==> config.mk <==
export PLATFORM = sky130hd
export DESIGN_NAME = dual_serial_port_addr_match
export DESIGN_NICKNAME = d
export VERILOG_FILES = /design/src/serial_pkg.sv /design/src/serial_activity_monitor.sv /design/src/dual_serial_port_addr_match.sv
export SDC_FILE = /design/constraint.sdc
export NUM_CORES = 1
export LEC_CHECK = 0
export ABC_AREA = 0
export BUFFER_PORTS_ARGS = -buffer_cell sky130_fd_sc_hd__buf_2
export CORE_MARGIN = 2
export CORE_UTILIZATION = 44
export DETAILED_ROUTE_END_ITERATION = 10
export PLACE_DENSITY = 0.67
export SLEW_MARGIN = 15
export SYNTH_ARGS = -nofsm -noshare
export SYNTH_HDL_FRONTEND = slang
export SYNTH_SLANG_ARGS = --single-unit
==> constraint.sdc <==
create_clock -name pclk -period 3.5 [get_ports pclk]
set_input_delay 0.175 -clock pclk [delete_from_list [all_inputs] [get_ports pclk]]
set_output_delay 0.175 -clock pclk [all_outputs]
set_load 0.05 [all_outputs]
==> src/serial_pkg.sv <==
/*
 * Shared constants, types and helper functions for the dual serial port block:
 * register indices, field positions, reset values, bit timing counts, modes,
 * sequencer states and the per-port activity event carrier.
 * Assumes a 32-bit APB with word-aligned registers at four times their index.
 */
`default_nettype none

package serial_pkg;

	// ==========================================================
	// Register indices (byte address is four times the index)
	localparam logic [7:0] IDX_P0_PORT0_SLAVE_ADDRESS = 8'ha9;
	localparam logic [7:0] IDX_P1_PORT0_SLAVE_ADDRESS = 8'haa;
	localparam logic [7:0] IDX_P0_MASK  = 8'hb9;
	localparam logic [7:0] IDX_P1_MASK  = 8'hba;
	localparam logic [7:0] IDX_P1_CTRL  = 8'hc0;
	localparam logic [7:0] IDX_P1_BUF   = 8'hc1;
	localparam logic [7:0] IDX_CONFIG   = 8'hc3;
	localparam logic [7:0] IDX_POWER    = 8'hc4;
	localparam logic [7:0] IDX_STATUS   = 8'hc5;

	// ==========================================================
	// Field positions
	localparam int unsigned CTRL_MODE_HI  = 7;
	localparam int unsigned CTRL_MODE_LO  = 6;
	localparam int unsigned CTRL_MULTI    = 5;
	localparam int unsigned CTRL_REN      = 4;
	localparam int unsigned CTRL_TX9      = 3;
	localparam int unsigned CTRL_RX9      = 2;
	localparam int unsigned CTRL_TI       = 1;
	localparam int unsigned CTRL_RI       = 0;
	localparam int unsigned CFG_FE_SEL    = 7;
	localparam int unsigned CFG_BAUD_DBL  = 6;
	localparam int unsigned POWER_CD_HI   = 7;
	localparam int unsigned POWER_CD_LO   = 6;
	localparam int unsigned POWER_SWB     = 5;
	localparam int unsigned STAT_P1_TX    = 3;
	localparam int unsigned STAT_P1_RX    = 2;
	localparam int unsigned STAT_P0_TX    = 1;
	localparam int unsigned STAT_P0_RX    = 0;

	// ==========================================================
	// Reset and reserved values
	localparam logic [7:0] REG8_RST     = 8'h00;
	localparam logic [1:0] CD_DIV4      = 2'h1;
	localparam logic [1:0] CD_RESERVED  = 2'h0;
	localparam logic       SWB_RST      = 1'b0;

	// ==========================================================
	// Timing counts, in pclk cycles or sample ticks
	localparam logic [3:0] M0_SLOW_LAST = 4'hb;  // 12 clocks per shift bit
	localparam logic [3:0] M0_FAST_LAST = 4'h3;  // 4 clocks per shift bit
	localparam logic [3:0] M0_SLOW_HALF = 4'h6;
	localparam logic [3:0] M0_FAST_HALF = 4'h2;
	localparam logic [1:0] M2_SLOW_LAST = 2'h3;  // 64 clocks per bit over 16 ticks
	localparam logic [1:0] M2_FAST_LAST = 2'h1;  // 32 clocks per bit over 16 ticks
	localparam logic [3:0] OS_LAST      = 4'hf;  // 16 sample ticks per bit
	localparam logic [3:0] OS_MID       = 4'h7;
	localparam logic [2:0] BIT_LAST     = 3'h7;

	// ==========================================================
	// Types
	typedef enum logic [1:0] {MODE_SYNC, MODE_ASYNC8, MODE_ASYNC9_FIXED, MODE_ASYNC9_VAR} serial_mode_t;
	typedef enum logic [2:0] {TX_IDLE, TX_SHIFT, TX_START, TX_DATA, TX_NINTH, TX_STOP} tx_state_t;
	typedef enum logic [2:0] {RX_IDLE, RX_SHIFT, RX_START, RX_DATA, RX_NINTH, RX_STOP} rx_state_t;

	typedef struct packed {
		logic tx_start;
		logic tx_set;
		logic rx_start;
		logic rx_set;
		logic rx_abort;
	} port_events_t;

	// ==========================================================
	// Functions
	function automatic logic addr_match(input logic [7:0] data, input logic [7:0] port0_slave_address,
		input logic [7:0] mask);
		addr_match = ((data ^ port0_slave_address) & mask) == 8'h00;
	endfunction

	function automatic logic reg_hit(input logic [11:0] paddr, input logic [7:0] idx);
		reg_hit = paddr == {2'h0, idx, 2'h0};
	endfunction

	function automatic logic m0_end(input logic [3:0] cnt, input logic fast);
		m0_end = cnt == (fast ? M0_FAST_LAST : M0_SLOW_LAST);
	endfunction

endpackage

`default_nettype wire

==> src/serial_activity_monitor.sv <==
/*
 * Per-port activity tracker and masked slave address comparator.
 * Assumes one-cycle event pulses from the port's sequencer, synchronous to pclk.
 */
`default_nettype none

module serial_activity_monitor import serial_pkg::*; (
	input  wire logic         pclk,
	input  wire logic         presetn,
	input  wire logic         clk_en,
	input  wire port_events_t events,
	input  wire logic [7:0]   rx_byte,
	input  wire logic [7:0]   slave_address,
	input  wire logic [7:0]   address_mask,
	output logic              tx_activity,
	output logic              rx_activity,
	output logic              address_match
);

	typedef struct packed {
		logic tx;
		logic rx;
		logic match;
	} mon_state_t;

	mon_state_t s;
	mon_state_t next_s;

	// ==========================================================
	// Activity and match
	always_comb begin
		next_s = s;
		if (clk_en) begin
			if (events.tx_set)
				next_s.tx = 1'b0;
			if (events.tx_start)
				next_s.tx = 1'b1;
			if (events.rx_set || events.rx_abort)
				next_s.rx = 1'b0;
			if (events.rx_start)
				next_s.rx = 1'b1;
			next_s.match = addr_match(rx_byte, slave_address, address_mask);
		end
	end

	always_ff @(posedge pclk or negedge presetn) begin
		if (!presetn)
			s <= '0;
		else
			s <= next_s;
	end

	assign tx_activity   = s.tx;
	assign rx_activity   = s.rx;
	assign address_match = s.match;

endmodule

`default_nettype wire

==> src/dual_serial_port_addr_match.sv <==
/*
 * Second serial port with automatic address recognition, activity status and
 * clock divide switchback, reached over APB.
 * Assumes pins and baud ticks synchronous to pclk; port 0's engine lives outside
 * and reports its events here.
 */
// Added by the designer: the APB register port.
// Function
// Two mode bits pick synchronous, 10-bit async, fixed 11-bit or variable 11-bit.
// Control bit 7 is mode bit or sticky framing error, per select bit.
// Modes 2/3 with multiprocessor set: no receive flag when ninth bit is 0.
// Mode 1 with multiprocessor set: no receive flag without valid stop bit.
// Mode 0 shift clock is divide by 12, or by 4 with multiprocessor set.
// Reception happens only while receive enable is 1.
// Modes 2/3 send the software ninth bit as the ninth data bit.
// Received ninth bit holds bit 9, or stop bit in mode 1 without multiprocessor.
// Transmit flag sets after bit 8 in mode 0, else at stop start.
// Receive flag sets after bit 8 in mode 0, else mid stop bit.
// Data buffer reads return receive register, writes load transmit register.
// Software loads each slave address register with its given or broadcast address.
// Set mask bits compare address bits; cleared mask bits are don't care.
// An all-zero mask accepts any incoming address.
// Port 0 uses its own address and mask the same way.
// Transmit activity set while sending, cleared when transmit flag sets.
// Receive activity set while receiving, cleared when receive flag sets.
// Port 0 has equivalent transmit and receive activity bits.
// Clock divide writes ignored while any activity and switchback are set.
// With switchback, reception start forces clock divide to divide by 4.
// Writing the transmit buffer starts one frame in the current mode; the code starts it only while transmit and receive sequencers are idle.
// Each port's transmit or receive flag forms its interrupt request.

`default_nettype none

module dual_serial_port_addr_match import serial_pkg::*; (
	input  wire logic         pclk,
	input  wire logic         presetn,
	input  wire logic         clk_en,
	input  wire logic [11:0]  paddr,
	input  wire logic         psel,
	input  wire logic         penable,
	input  wire logic         pwrite,
	input  wire logic [31:0]  pwdata,
	output logic              pready,
	output logic [31:0]       prdata,
	output logic              pslverr,
	input  wire logic         port1_rxd_in,
	output logic              port1_rxd_out,
	output logic              port1_rxd_oe,
	output logic              port1_txd,
	input  wire logic         port1_baud_tick,
	input  wire port_events_t port0_events,
	input  wire logic [7:0]   port0_rx_byte,
	input  wire logic         port0_tx_done_flag,
	input  wire logic         port0_rx_done_flag,
	output logic              port0_addr_match,
	output logic              port0_irq,
	output logic              port1_irq,
	output logic [1:0]        clock_divide
);

	typedef struct packed {
		logic        pready;
		logic        pslverr;
		logic [31:0] prdata;
		logic [7:0]  saddr0;
		logic [7:0]  mask0;
		logic [7:0]  port1_slave_address;
		logic [7:0]  mask1;
		logic        mode_hi;
		logic        frame_err;
		logic        mode_lo;
		logic        multi;
		logic        ren;
		logic        tx9;
		logic        rx9_flag;
		logic        ti;
		logic        ri;
		logic [7:0]  tx_buf;
		logic [7:0]  rx_buf;
		logic        fe_sel;
		logic        baud_dbl;
		logic        switchback_enable;
		logic [1:0]  cd;
		logic [1:0]  pre;
		tx_state_t   tx_state;
		logic [2:0]  tx_bit;
		logic [3:0]  tx_sub;
		logic [7:0]  tx_shift;
		logic        txd;
		logic        rxd_out;
		logic        rxd_oe;
		rx_state_t   rx_state;
		logic [2:0]  rx_bit;
		logic [3:0]  rx_sub;
		logic [7:0]  rx_shift;
		logic        rx_ninth;
		logic        rx_prev;
		logic        irq0;
		logic        irq1;
	} top_state_t;

	top_state_t   s;
	top_state_t   next_s;
	port_events_t p1_ev;
	serial_mode_t mode;
	logic         p1_tx_act;
	logic         p1_rx_act;
	logic         p0_tx_act;
	logic         p0_rx_act;
	logic         any_act;
	logic         mapped;
	logic [7:0]   rd;
	logic         wr;
	logic         tick;
	logic         tx_end;
	logic         rx_mid;
	logic         rx_end;
	logic [3:0]   half;
	logic         stop_bit;
	logic         accept;
	logic [1:0]   new_cd;

	// ==========================================================
	// Activity trackers
	serial_activity_monitor port1_monitor (
		.pclk          (pclk),
		.presetn       (presetn),
		.clk_en        (clk_en),
		.events        (p1_ev),
		.rx_byte       (s.rx_shift),
		.slave_address (s.port1_slave_address),
		.address_mask  (s.mask1),
		.tx_activity   (p1_tx_act),
		.rx_activity   (p1_rx_act),
		.address_match ()
	);

	serial_activity_monitor port0_monitor (
		.pclk          (pclk),
		.presetn       (presetn),
		.clk_en        (clk_en),
		.events        (port0_events),
		.rx_byte       (port0_rx_byte),
		.slave_address (s.saddr0),
		.address_mask  (s.mask0),
		.tx_activity   (p0_tx_act),
		.rx_activity   (p0_rx_act),
		.address_match (port0_addr_match)
	);

	assign any_act = p1_tx_act | p1_rx_act | p0_tx_act | p0_rx_act;
	assign mode    = serial_mode_t'({s.mode_hi, s.mode_lo});

	// ==========================================================
	// Register read mux
	always_comb begin
		rd     = REG8_RST;
		mapped = 1'b1;
		if (reg_hit(paddr, IDX_P0_PORT0_SLAVE_ADDRESS))
			rd = s.saddr0;
		else if (reg_hit(paddr, IDX_P1_PORT0_SLAVE_ADDRESS))
			rd = s.port1_slave_address;
		else if (reg_hit(paddr, IDX_P0_MASK))
			rd = s.mask0;
		else if (reg_hit(paddr, IDX_P1_MASK))
			rd = s.mask1;
		else if (reg_hit(paddr, IDX_P1_CTRL))
			rd = {s.fe_sel ? s.frame_err : s.mode_hi, s.mode_lo, s.multi, s.ren,
				s.tx9, s.rx9_flag, s.ti, s.ri};
		else if (reg_hit(paddr, IDX_P1_BUF))
			rd = s.rx_buf;
		else if (reg_hit(paddr, IDX_CONFIG))
			rd = {s.fe_sel, s.baud_dbl, 6'h00};
		else if (reg_hit(paddr, IDX_POWER))
			rd = {s.cd, s.switchback_enable, 5'h00};
		else if (reg_hit(paddr, IDX_STATUS))
			rd = {4'h0, p1_tx_act, p1_rx_act, p0_tx_act, p0_rx_act};
		else
			mapped = 1'b0;
	end

	// ==========================================================
	// Next state
	always_comb begin
		next_s   = s;
		p1_ev    = '0;
		wr       = psel && penable && s.pready && pwrite;
		tick     = (mode == MODE_ASYNC9_FIXED) ?
			(s.pre == (s.baud_dbl ? M2_FAST_LAST : M2_SLOW_LAST)) : port1_baud_tick;
		tx_end   = tick && (s.tx_sub == OS_LAST);
		rx_mid   = tick && (s.rx_sub == OS_MID);
		rx_end   = tick && (s.rx_sub == OS_LAST);
		half     = s.multi ? M0_FAST_HALF : M0_SLOW_HALF;
		stop_bit = port1_rxd_in;
		accept   = 1'b1;
		new_cd   = pwdata[POWER_CD_HI:POWER_CD_LO];
		if (clk_en) begin
			// APB slave: answer one cycle into the access phase
			next_s.pready  = psel && penable && !s.pready;
			next_s.pslverr = psel && penable && !s.pready && !mapped;
			if (psel && penable && !s.pready)
				next_s.prdata = {24'h000000, rd};
			next_s.pre = tick ? 2'h0 : s.pre + 2'h1;
			next_s.rx_prev = port1_rxd_in;

			// Software writes
			if (wr && reg_hit(paddr, IDX_P0_PORT0_SLAVE_ADDRESS))
				next_s.saddr0 = pwdata[7:0];
			if (wr && reg_hit(paddr, IDX_P1_PORT0_SLAVE_ADDRESS))
				next_s.port1_slave_address = pwdata[7:0];
			if (wr && reg_hit(paddr, IDX_P0_MASK))
				next_s.mask0 = pwdata[7:0];
			if (wr && reg_hit(paddr, IDX_P1_MASK))
				next_s.mask1 = pwdata[7:0];
			if (wr && reg_hit(paddr, IDX_CONFIG)) begin
				next_s.fe_sel   = pwdata[CFG_FE_SEL];
				next_s.baud_dbl = pwdata[CFG_BAUD_DBL];
			end
			if (wr && reg_hit(paddr, IDX_P1_CTRL)) begin
				if (s.fe_sel)
					next_s.frame_err = pwdata[CTRL_MODE_HI];
				else
					next_s.mode_hi = pwdata[CTRL_MODE_HI];
				next_s.mode_lo  = pwdata[CTRL_MODE_LO];
				next_s.multi    = pwdata[CTRL_MULTI];
				next_s.ren      = pwdata[CTRL_REN];
				next_s.tx9      = pwdata[CTRL_TX9];
				next_s.rx9_flag = pwdata[CTRL_RX9];
				next_s.ti       = pwdata[CTRL_TI];
				next_s.ri       = pwdata[CTRL_RI];
			end
			if (wr && reg_hit(paddr, IDX_POWER)) begin
				next_s.switchback_enable = pwdata[POWER_SWB];
				// Divide changes must pass through divide by 4
				if (!(s.switchback_enable && any_act) && new_cd != CD_RESERVED &&
					(new_cd == CD_DIV4 || s.cd == CD_DIV4))
					next_s.cd = new_cd;
			end
			if (wr && reg_hit(paddr, IDX_P1_BUF)) begin
				next_s.tx_buf = pwdata[7:0];
				if (s.tx_state == TX_IDLE && s.rx_state == RX_IDLE) begin
					next_s.tx_shift = pwdata[7:0];
					next_s.tx_bit   = 3'h0;
					next_s.tx_sub   = 4'h0;
					p1_ev.tx_start  = 1'b1;
					if (mode == MODE_SYNC) begin
						next_s.tx_state = TX_SHIFT;
						next_s.txd      = 1'b0;
						next_s.rxd_out  = pwdata[0];
						next_s.rxd_oe   = 1'b1;
					end else begin
						next_s.tx_state = TX_START;
						next_s.txd      = 1'b0;
					end
				end
			end

			// Transmit sequencer
			case (s.tx_state)
				TX_IDLE: begin
				end
				TX_SHIFT: begin
					next_s.tx_sub = s.tx_sub + 4'h1;
					next_s.txd    = (s.tx_sub + 4'h1) >= half;
					if (m0_end(s.tx_sub, s.multi)) begin
						next_s.tx_sub   = 4'h0;
						next_s.tx_shift = {1'b0, s.tx_shift[7:1]};
						next_s.tx_bit   = s.tx_bit + 3'h1;
						next_s.txd      = 1'b0;
						next_s.rxd_out  = s.tx_shift[1];
						if (s.tx_bit == BIT_LAST) begin
							next_s.ti       = 1'b1;
							p1_ev.tx_set    = 1'b1;
							next_s.tx_state = TX_IDLE;
							next_s.txd      = 1'b1;
							next_s.rxd_oe   = 1'b0;
						end
					end
				end
				TX_START, TX_DATA, TX_NINTH, TX_STOP: begin
					if (tick)
						next_s.tx_sub = s.tx_sub + 4'h1;
					if (tx_end) begin
						case (s.tx_state)
							TX_START: begin
								next_s.tx_state = TX_DATA;
								next_s.txd      = s.tx_shift[0];
							end
							TX_DATA: begin
								next_s.tx_shift = {1'b0, s.tx_shift[7:1]};
								next_s.tx_bit   = s.tx_bit + 3'h1;
								next_s.txd      = s.tx_shift[1];
								if (s.tx_bit == BIT_LAST) begin
									if (mode == MODE_ASYNC8) begin
										next_s.tx_state = TX_STOP;
										next_s.txd      = 1'b1;
										next_s.ti       = 1'b1;
										p1_ev.tx_set    = 1'b1;
									end else begin
										next_s.tx_state = TX_NINTH;
										next_s.txd      = s.tx9;
									end
								end
							end
							TX_NINTH: begin
								next_s.tx_state = TX_STOP;
								next_s.txd      = 1'b1;
								next_s.ti       = 1'b1;
								p1_ev.tx_set    = 1'b1;
							end
							default: begin
								next_s.tx_state = TX_IDLE;
							end
						endcase
					end
				end
				default: begin
					next_s.tx_state = TX_IDLE;
				end
			endcase

			// Receive sequencer
			case (s.rx_state)
				RX_IDLE: begin
					next_s.rx_sub = 4'h0;
					next_s.rx_bit = 3'h0;
					if (s.ren && mode == MODE_SYNC && !s.ri && s.tx_state == TX_IDLE) begin
						next_s.rx_state = RX_SHIFT;
						next_s.txd      = 1'b0;
						p1_ev.rx_start  = 1'b1;
					end else if (s.ren && mode != MODE_SYNC && s.rx_prev && !port1_rxd_in) begin
						next_s.rx_state = RX_START;
						p1_ev.rx_start  = 1'b1;
					end
				end
				RX_SHIFT: begin
					next_s.rx_sub = s.rx_sub + 4'h1;
					next_s.txd    = (s.rx_sub + 4'h1) >= half;
					if (s.rx_sub == half - 4'h1)
						next_s.rx_shift = {port1_rxd_in, s.rx_shift[7:1]};
					if (m0_end(s.rx_sub, s.multi)) begin
						next_s.rx_sub = 4'h0;
						next_s.rx_bit = s.rx_bit + 3'h1;
						next_s.txd    = 1'b0;
						if (s.rx_bit == BIT_LAST) begin
							next_s.rx_state = RX_IDLE;
							next_s.txd      = 1'b1;
							next_s.ri       = 1'b1;
							next_s.rx_buf   = s.rx_shift;
							p1_ev.rx_set    = 1'b1;
						end
					end
				end
				RX_START, RX_DATA, RX_NINTH, RX_STOP: begin
					if (tick)
						next_s.rx_sub = s.rx_sub + 4'h1;
					if (rx_mid) begin
						case (s.rx_state)
							RX_START: begin
								if (port1_rxd_in) begin
									next_s.rx_state = RX_IDLE;
									p1_ev.rx_abort  = 1'b1;
								end
							end
							RX_DATA: begin
								next_s.rx_shift = {port1_rxd_in, s.rx_shift[7:1]};
							end
							RX_NINTH: begin
								next_s.rx_ninth = port1_rxd_in;
							end
							default: begin
								next_s.rx_state = RX_IDLE;
								if (!stop_bit)
									next_s.frame_err = 1'b1;
								if (mode == MODE_ASYNC8)
									accept = !s.multi || stop_bit;
								else
									accept = !s.multi ||
										(s.rx_ninth && addr_match(s.rx_shift, s.port1_slave_address, s.mask1));
								if (accept) begin
									next_s.ri       = 1'b1;
									next_s.rx_buf   = s.rx_shift;
									next_s.rx9_flag = (mode == MODE_ASYNC8) ? stop_bit : s.rx_ninth;
									p1_ev.rx_set    = 1'b1;
								end else begin
									p1_ev.rx_abort = 1'b1;
								end
							end
						endcase
					end
					if (rx_end) begin
						next_s.rx_sub = 4'h0;
						case (s.rx_state)
							RX_START: begin
								next_s.rx_state = RX_DATA;
							end
							RX_DATA: begin
								next_s.rx_bit = s.rx_bit + 3'h1;
								if (s.rx_bit == BIT_LAST)
									next_s.rx_state = (mode == MODE_ASYNC8) ? RX_STOP : RX_NINTH;
							end
							default: begin
								next_s.rx_state = RX_STOP;
							end
						endcase
					end
				end
				default: begin
					next_s.rx_state = RX_IDLE;
				end
			endcase

			// Reception start pulls the clock back to divide by 4
			if (s.switchback_enable && (p1_ev.rx_start || port0_events.rx_start))
				next_s.cd = CD_DIV4;
			next_s.irq1 = next_s.ti | next_s.ri;
			next_s.irq0 = port0_tx_done_flag | port0_rx_done_flag;
		end
	end

	// ==========================================================
	// State register
	always_ff @(posedge pclk or negedge presetn) begin
		if (!presetn) begin
			s          <= '0;
			s.cd       <= CD_DIV4;
			s.switchback_enable      <= SWB_RST;
			s.txd      <= 1'b1;
			s.rxd_out  <= 1'b1;
			s.rx_prev  <= 1'b1;
			s.tx_state <= TX_IDLE;
			s.rx_state <= RX_IDLE;
		end else begin
			s <= next_s;
		end
	end

	assign pready        = s.pready;
	assign prdata        = s.prdata;
	assign pslverr       = s.pslverr;
	assign port1_rxd_out = s.rxd_out;
	assign port1_rxd_oe  = s.rxd_oe;
	assign port1_txd     = s.txd;
	assign port0_irq     = s.irq0;
	assign port1_irq     = s.irq1;
	assign clock_divide  = s.cd;

endmodule

`default_nettype wire

==> summary.txt <==
Status - finished, final reports clean
Overflow after GRT - 0
CTS clk-pin slew, worst paths - 50 ps
Top cell type's share of synthesized area - 0.397
Critical Path Start - s[19]
Hpwl dp - 13600 um
Layout cells sized above 1 - 0.222
Placer Congestion - 0.915
YS warnings - 0
RSZ-0062 raised after global routing - false
Synth cell types - 81
Max Cap Viol - 0
Hold WS - 25.7 ps
Hold Vio Cnt, Final - 0
CTS Buf Count - 17
Worst Hold Class - in -> reg
Reg2reg path depth - 5
Top area cells in the synthesized netlist - dfrtp_1 (40%), mux2_2 (8.0%), buf_4 (3.8%), o21ai_0 (3.1%), nand2_1 (3.0%)
GRT Util Overall - 0.232
DR iter-0 viols - 529
Final nets - 831
Core Area - 15300 um^2
DR DRC count - 0
H-Tree Depth - 4
Synth-to-layout area growth - 13.3%
Static leakage - 3.77 nW
CP Max Fanout - 21
FFs w/ async S/R, synth - 1.00
Top-Level Pins - 109
Ys flop type - dfrtp_1
R2R Setup Slk - 760 ps
Mapped Cells - 713
Final setup vio count - 0
Die ar. - 16800 um^2
Vias in the first global route - 5504
Syn Area/Cell - 9.72 um^2
Reg-to-Reg End - s[37]
Die Wd - 130 um
Placed Cells - 942
Clk sink count - 114
WL/cell - 19.0 um
IO buf count - 60
Worst EP arrival - 3040 ps
VDD IR max - 0.345 mV
Number of synthesized flops with an enable pin - 0
Cell area after layout - 7850 um^2
Worst-Margin Slew - 810 ps
Pin count of the biggest net entering global routing - 62
Place WS - 781 ps
Nature of the critical path startpoint - flop
Initial Util - 0.453
Slew margin rel. - 0.457
Final Skew - 6.88 ps
Origin of the critical flop-to-flop path - s[19]
Max-slew violations - 0
Final worst slack - 759 ps
Worst Setup End Kind - flop
Placed Area - 7230 um^2
Root buffer cell - clkbuf_16
Setup TNS - 0 ps
Average vias per placed instance - 5.93
CTS tree - built
Max Fclk - 365 MHz
Fin cells - 977
Pwr Density - 449 nW/um^2
Tcrit/Tclk final - 0.783
Synthesized area - 6930 um^2
CP Class - reg -> reg
Die H - 130 um
Vias - 5792
Min Tclk post-route - 2740 ps
Fillers - 1440
Clock Tree Buf Depth - 2
Ant. Diodes - 0
Req. time, crit path - 3800 ps
Routed wire length - 18600 um
Clock Latency Late Sink - 420 ps
Num rows - 45
Drt pass-1 iters - 5
Crit path capture - s[37]
First-pass GRT wire length - 29800 um
Sequential share of the synthesized area - 0.412
Antenna violations before repair - 0
Post-DRT Antenna Nets - 0
Synth area leader - dfrtp_1
Resize count post-CTS - 0
Seq cells post-synth - 114
-- cell type report --
type / instances / area, um^2 / share of cell area
Multi-Input combinational cell: 534 / 3690 / 0.470
Clock buffer: 23 / 488 / 0.0621
Sequential cell: 114 / 2860 / 0.364
Tap cell: 211 / 264 / 0.0336
Clock inverter: 9 / 104 / 0.0132
Inverter: 19 / 71.3 / 0.00908
Timing Repair Buffer: 67 / 375 / 0.0478
-- layout by cell type (no fill, tap or decap), drive strengths merged, types with 5 or more instances in the layout --
cell type / count
dfrtp: 110
buf: 64
mux2: 56
nand2: 55
nor2: 49
o21ai: 44
a21oi: 33
conb: 24
clkbuf: 23
xor2: 21
inv: 19
nor3: 19
nand2b: 16
a22o: 14
a22oi: 13
o22ai: 13
a21o: 12
nor2b: 11
ha: 11
nand3: 11
and2: 10
a211oi: 9
mux2i: 9
nor4: 9
nand4: 6
a31oi: 6
o31ai: 6
nor3b: 6
clkinv: 5
-- worst max-delay path, cell delays in order (launching register included) --
cell and delay (ps):
dfrtp_1 590, nor3_1 540, nand2_1 290, nor4_4 460
o21ai_1 360, mux2_2 370
-- cells in the mapped netlist (3+ instances only) --
cell type and number:
nor2b_1 11, a211oi_1 9, xor2_1 21, nor3_1 15, o31ai_1 6, mux2_2 49, o21ai_0 43, a21o_1 12
nand4_1 6, nor3b_1 5, and3_1 4, nand3b_1 4, inv_1 19, clkbuf_1 28, a32o_1 4, mux2_1 6
nand2_1 55, o22ai_1 13, nor2_1 47, mux2i_1 9, dfrtp_1 110, a31oi_1 6, a22o_1 14, a21oi_1 32
nor4_1 6, nand3_1 10, and4_1 4, a221oi_1 3, dfstp_2 4, o41ai_1 4, nand2b_1 16, o21a_1 3
a22oi_1 13, ha_1 11, buf_2 5, o32a_1 3, buf_4 35, and2_1 10, o221ai_1 3
-- state kept, by name (all words and copies together) (netlist names), 2 cells and up --
signal	flops
s	90
prdata	8
clock_divide	2
mode	2
-- through the flow --
step / utilization / power [mW]
final: 0.513 / 3.52
after detailed placement: 0.472 / 1.83
after global placement: 0.472 / 1.81
after CTS: 0.513 / 3.55
after floorplan: - / 1.70
after global routing: 0.513 / 3.67
-- logic make-up (layout without fill, tap and decap cells) --
family / Yosys count / after routing / share of synthesized area
AO/OA/AOI/OAI: 193 / 193 / 0.189
XOR/XNOR: 23 / 23 / 0.0291
adder cells (fa/ha/maj): 12 / 12 / 0.0213
buffers and inverters: 88 / 118 / 0.0675
flip-flops: 114 / 114 / 0.412
multiplexers: 65 / 65 / 0.104
other: 1 / 24 / 0.000541
AND/OR/NAND/NOR: 217 / 217 / 0.175
-- worst min-delay path by stage --
stage | startpoint | end | cells past startpoint
floorplan | presetn | clock_divide[1] | 0
global placement | presetn | s[18] | 1
global route | port0_tx_done_flag | port0_irq | 3
detailed placement | presetn | s[18] | 1
finish | port0_tx_done_flag | port0_irq | 3
CTS | port0_tx_done_flag | port0_irq | 3
-- per-layer routing --
metal  routed length [um]  vias to the layer above  track usage
li1                     -                     2652            -
met1                 8520                     2872        0.326
met2                 8410                      234        0.357
met3                 1250                       34       0.0467
met4                  403                        0       0.0873
met5                    0                        -            0
-- timing repair --
action | in CTS | in global routing
hold buffers | 3 | 0
buffers inserted | 0 | 0
hold endpoints to repair | 53 | 0
-- report_power, final --
group | switching, mW | internal, mW
Sequential | 0.0438 | 1.36
Clock | 0.599 | 1.12
Combinational | 0.283 | 0.124
Total | 0.925 | 2.60
Power figures use the tool's default switching activity.
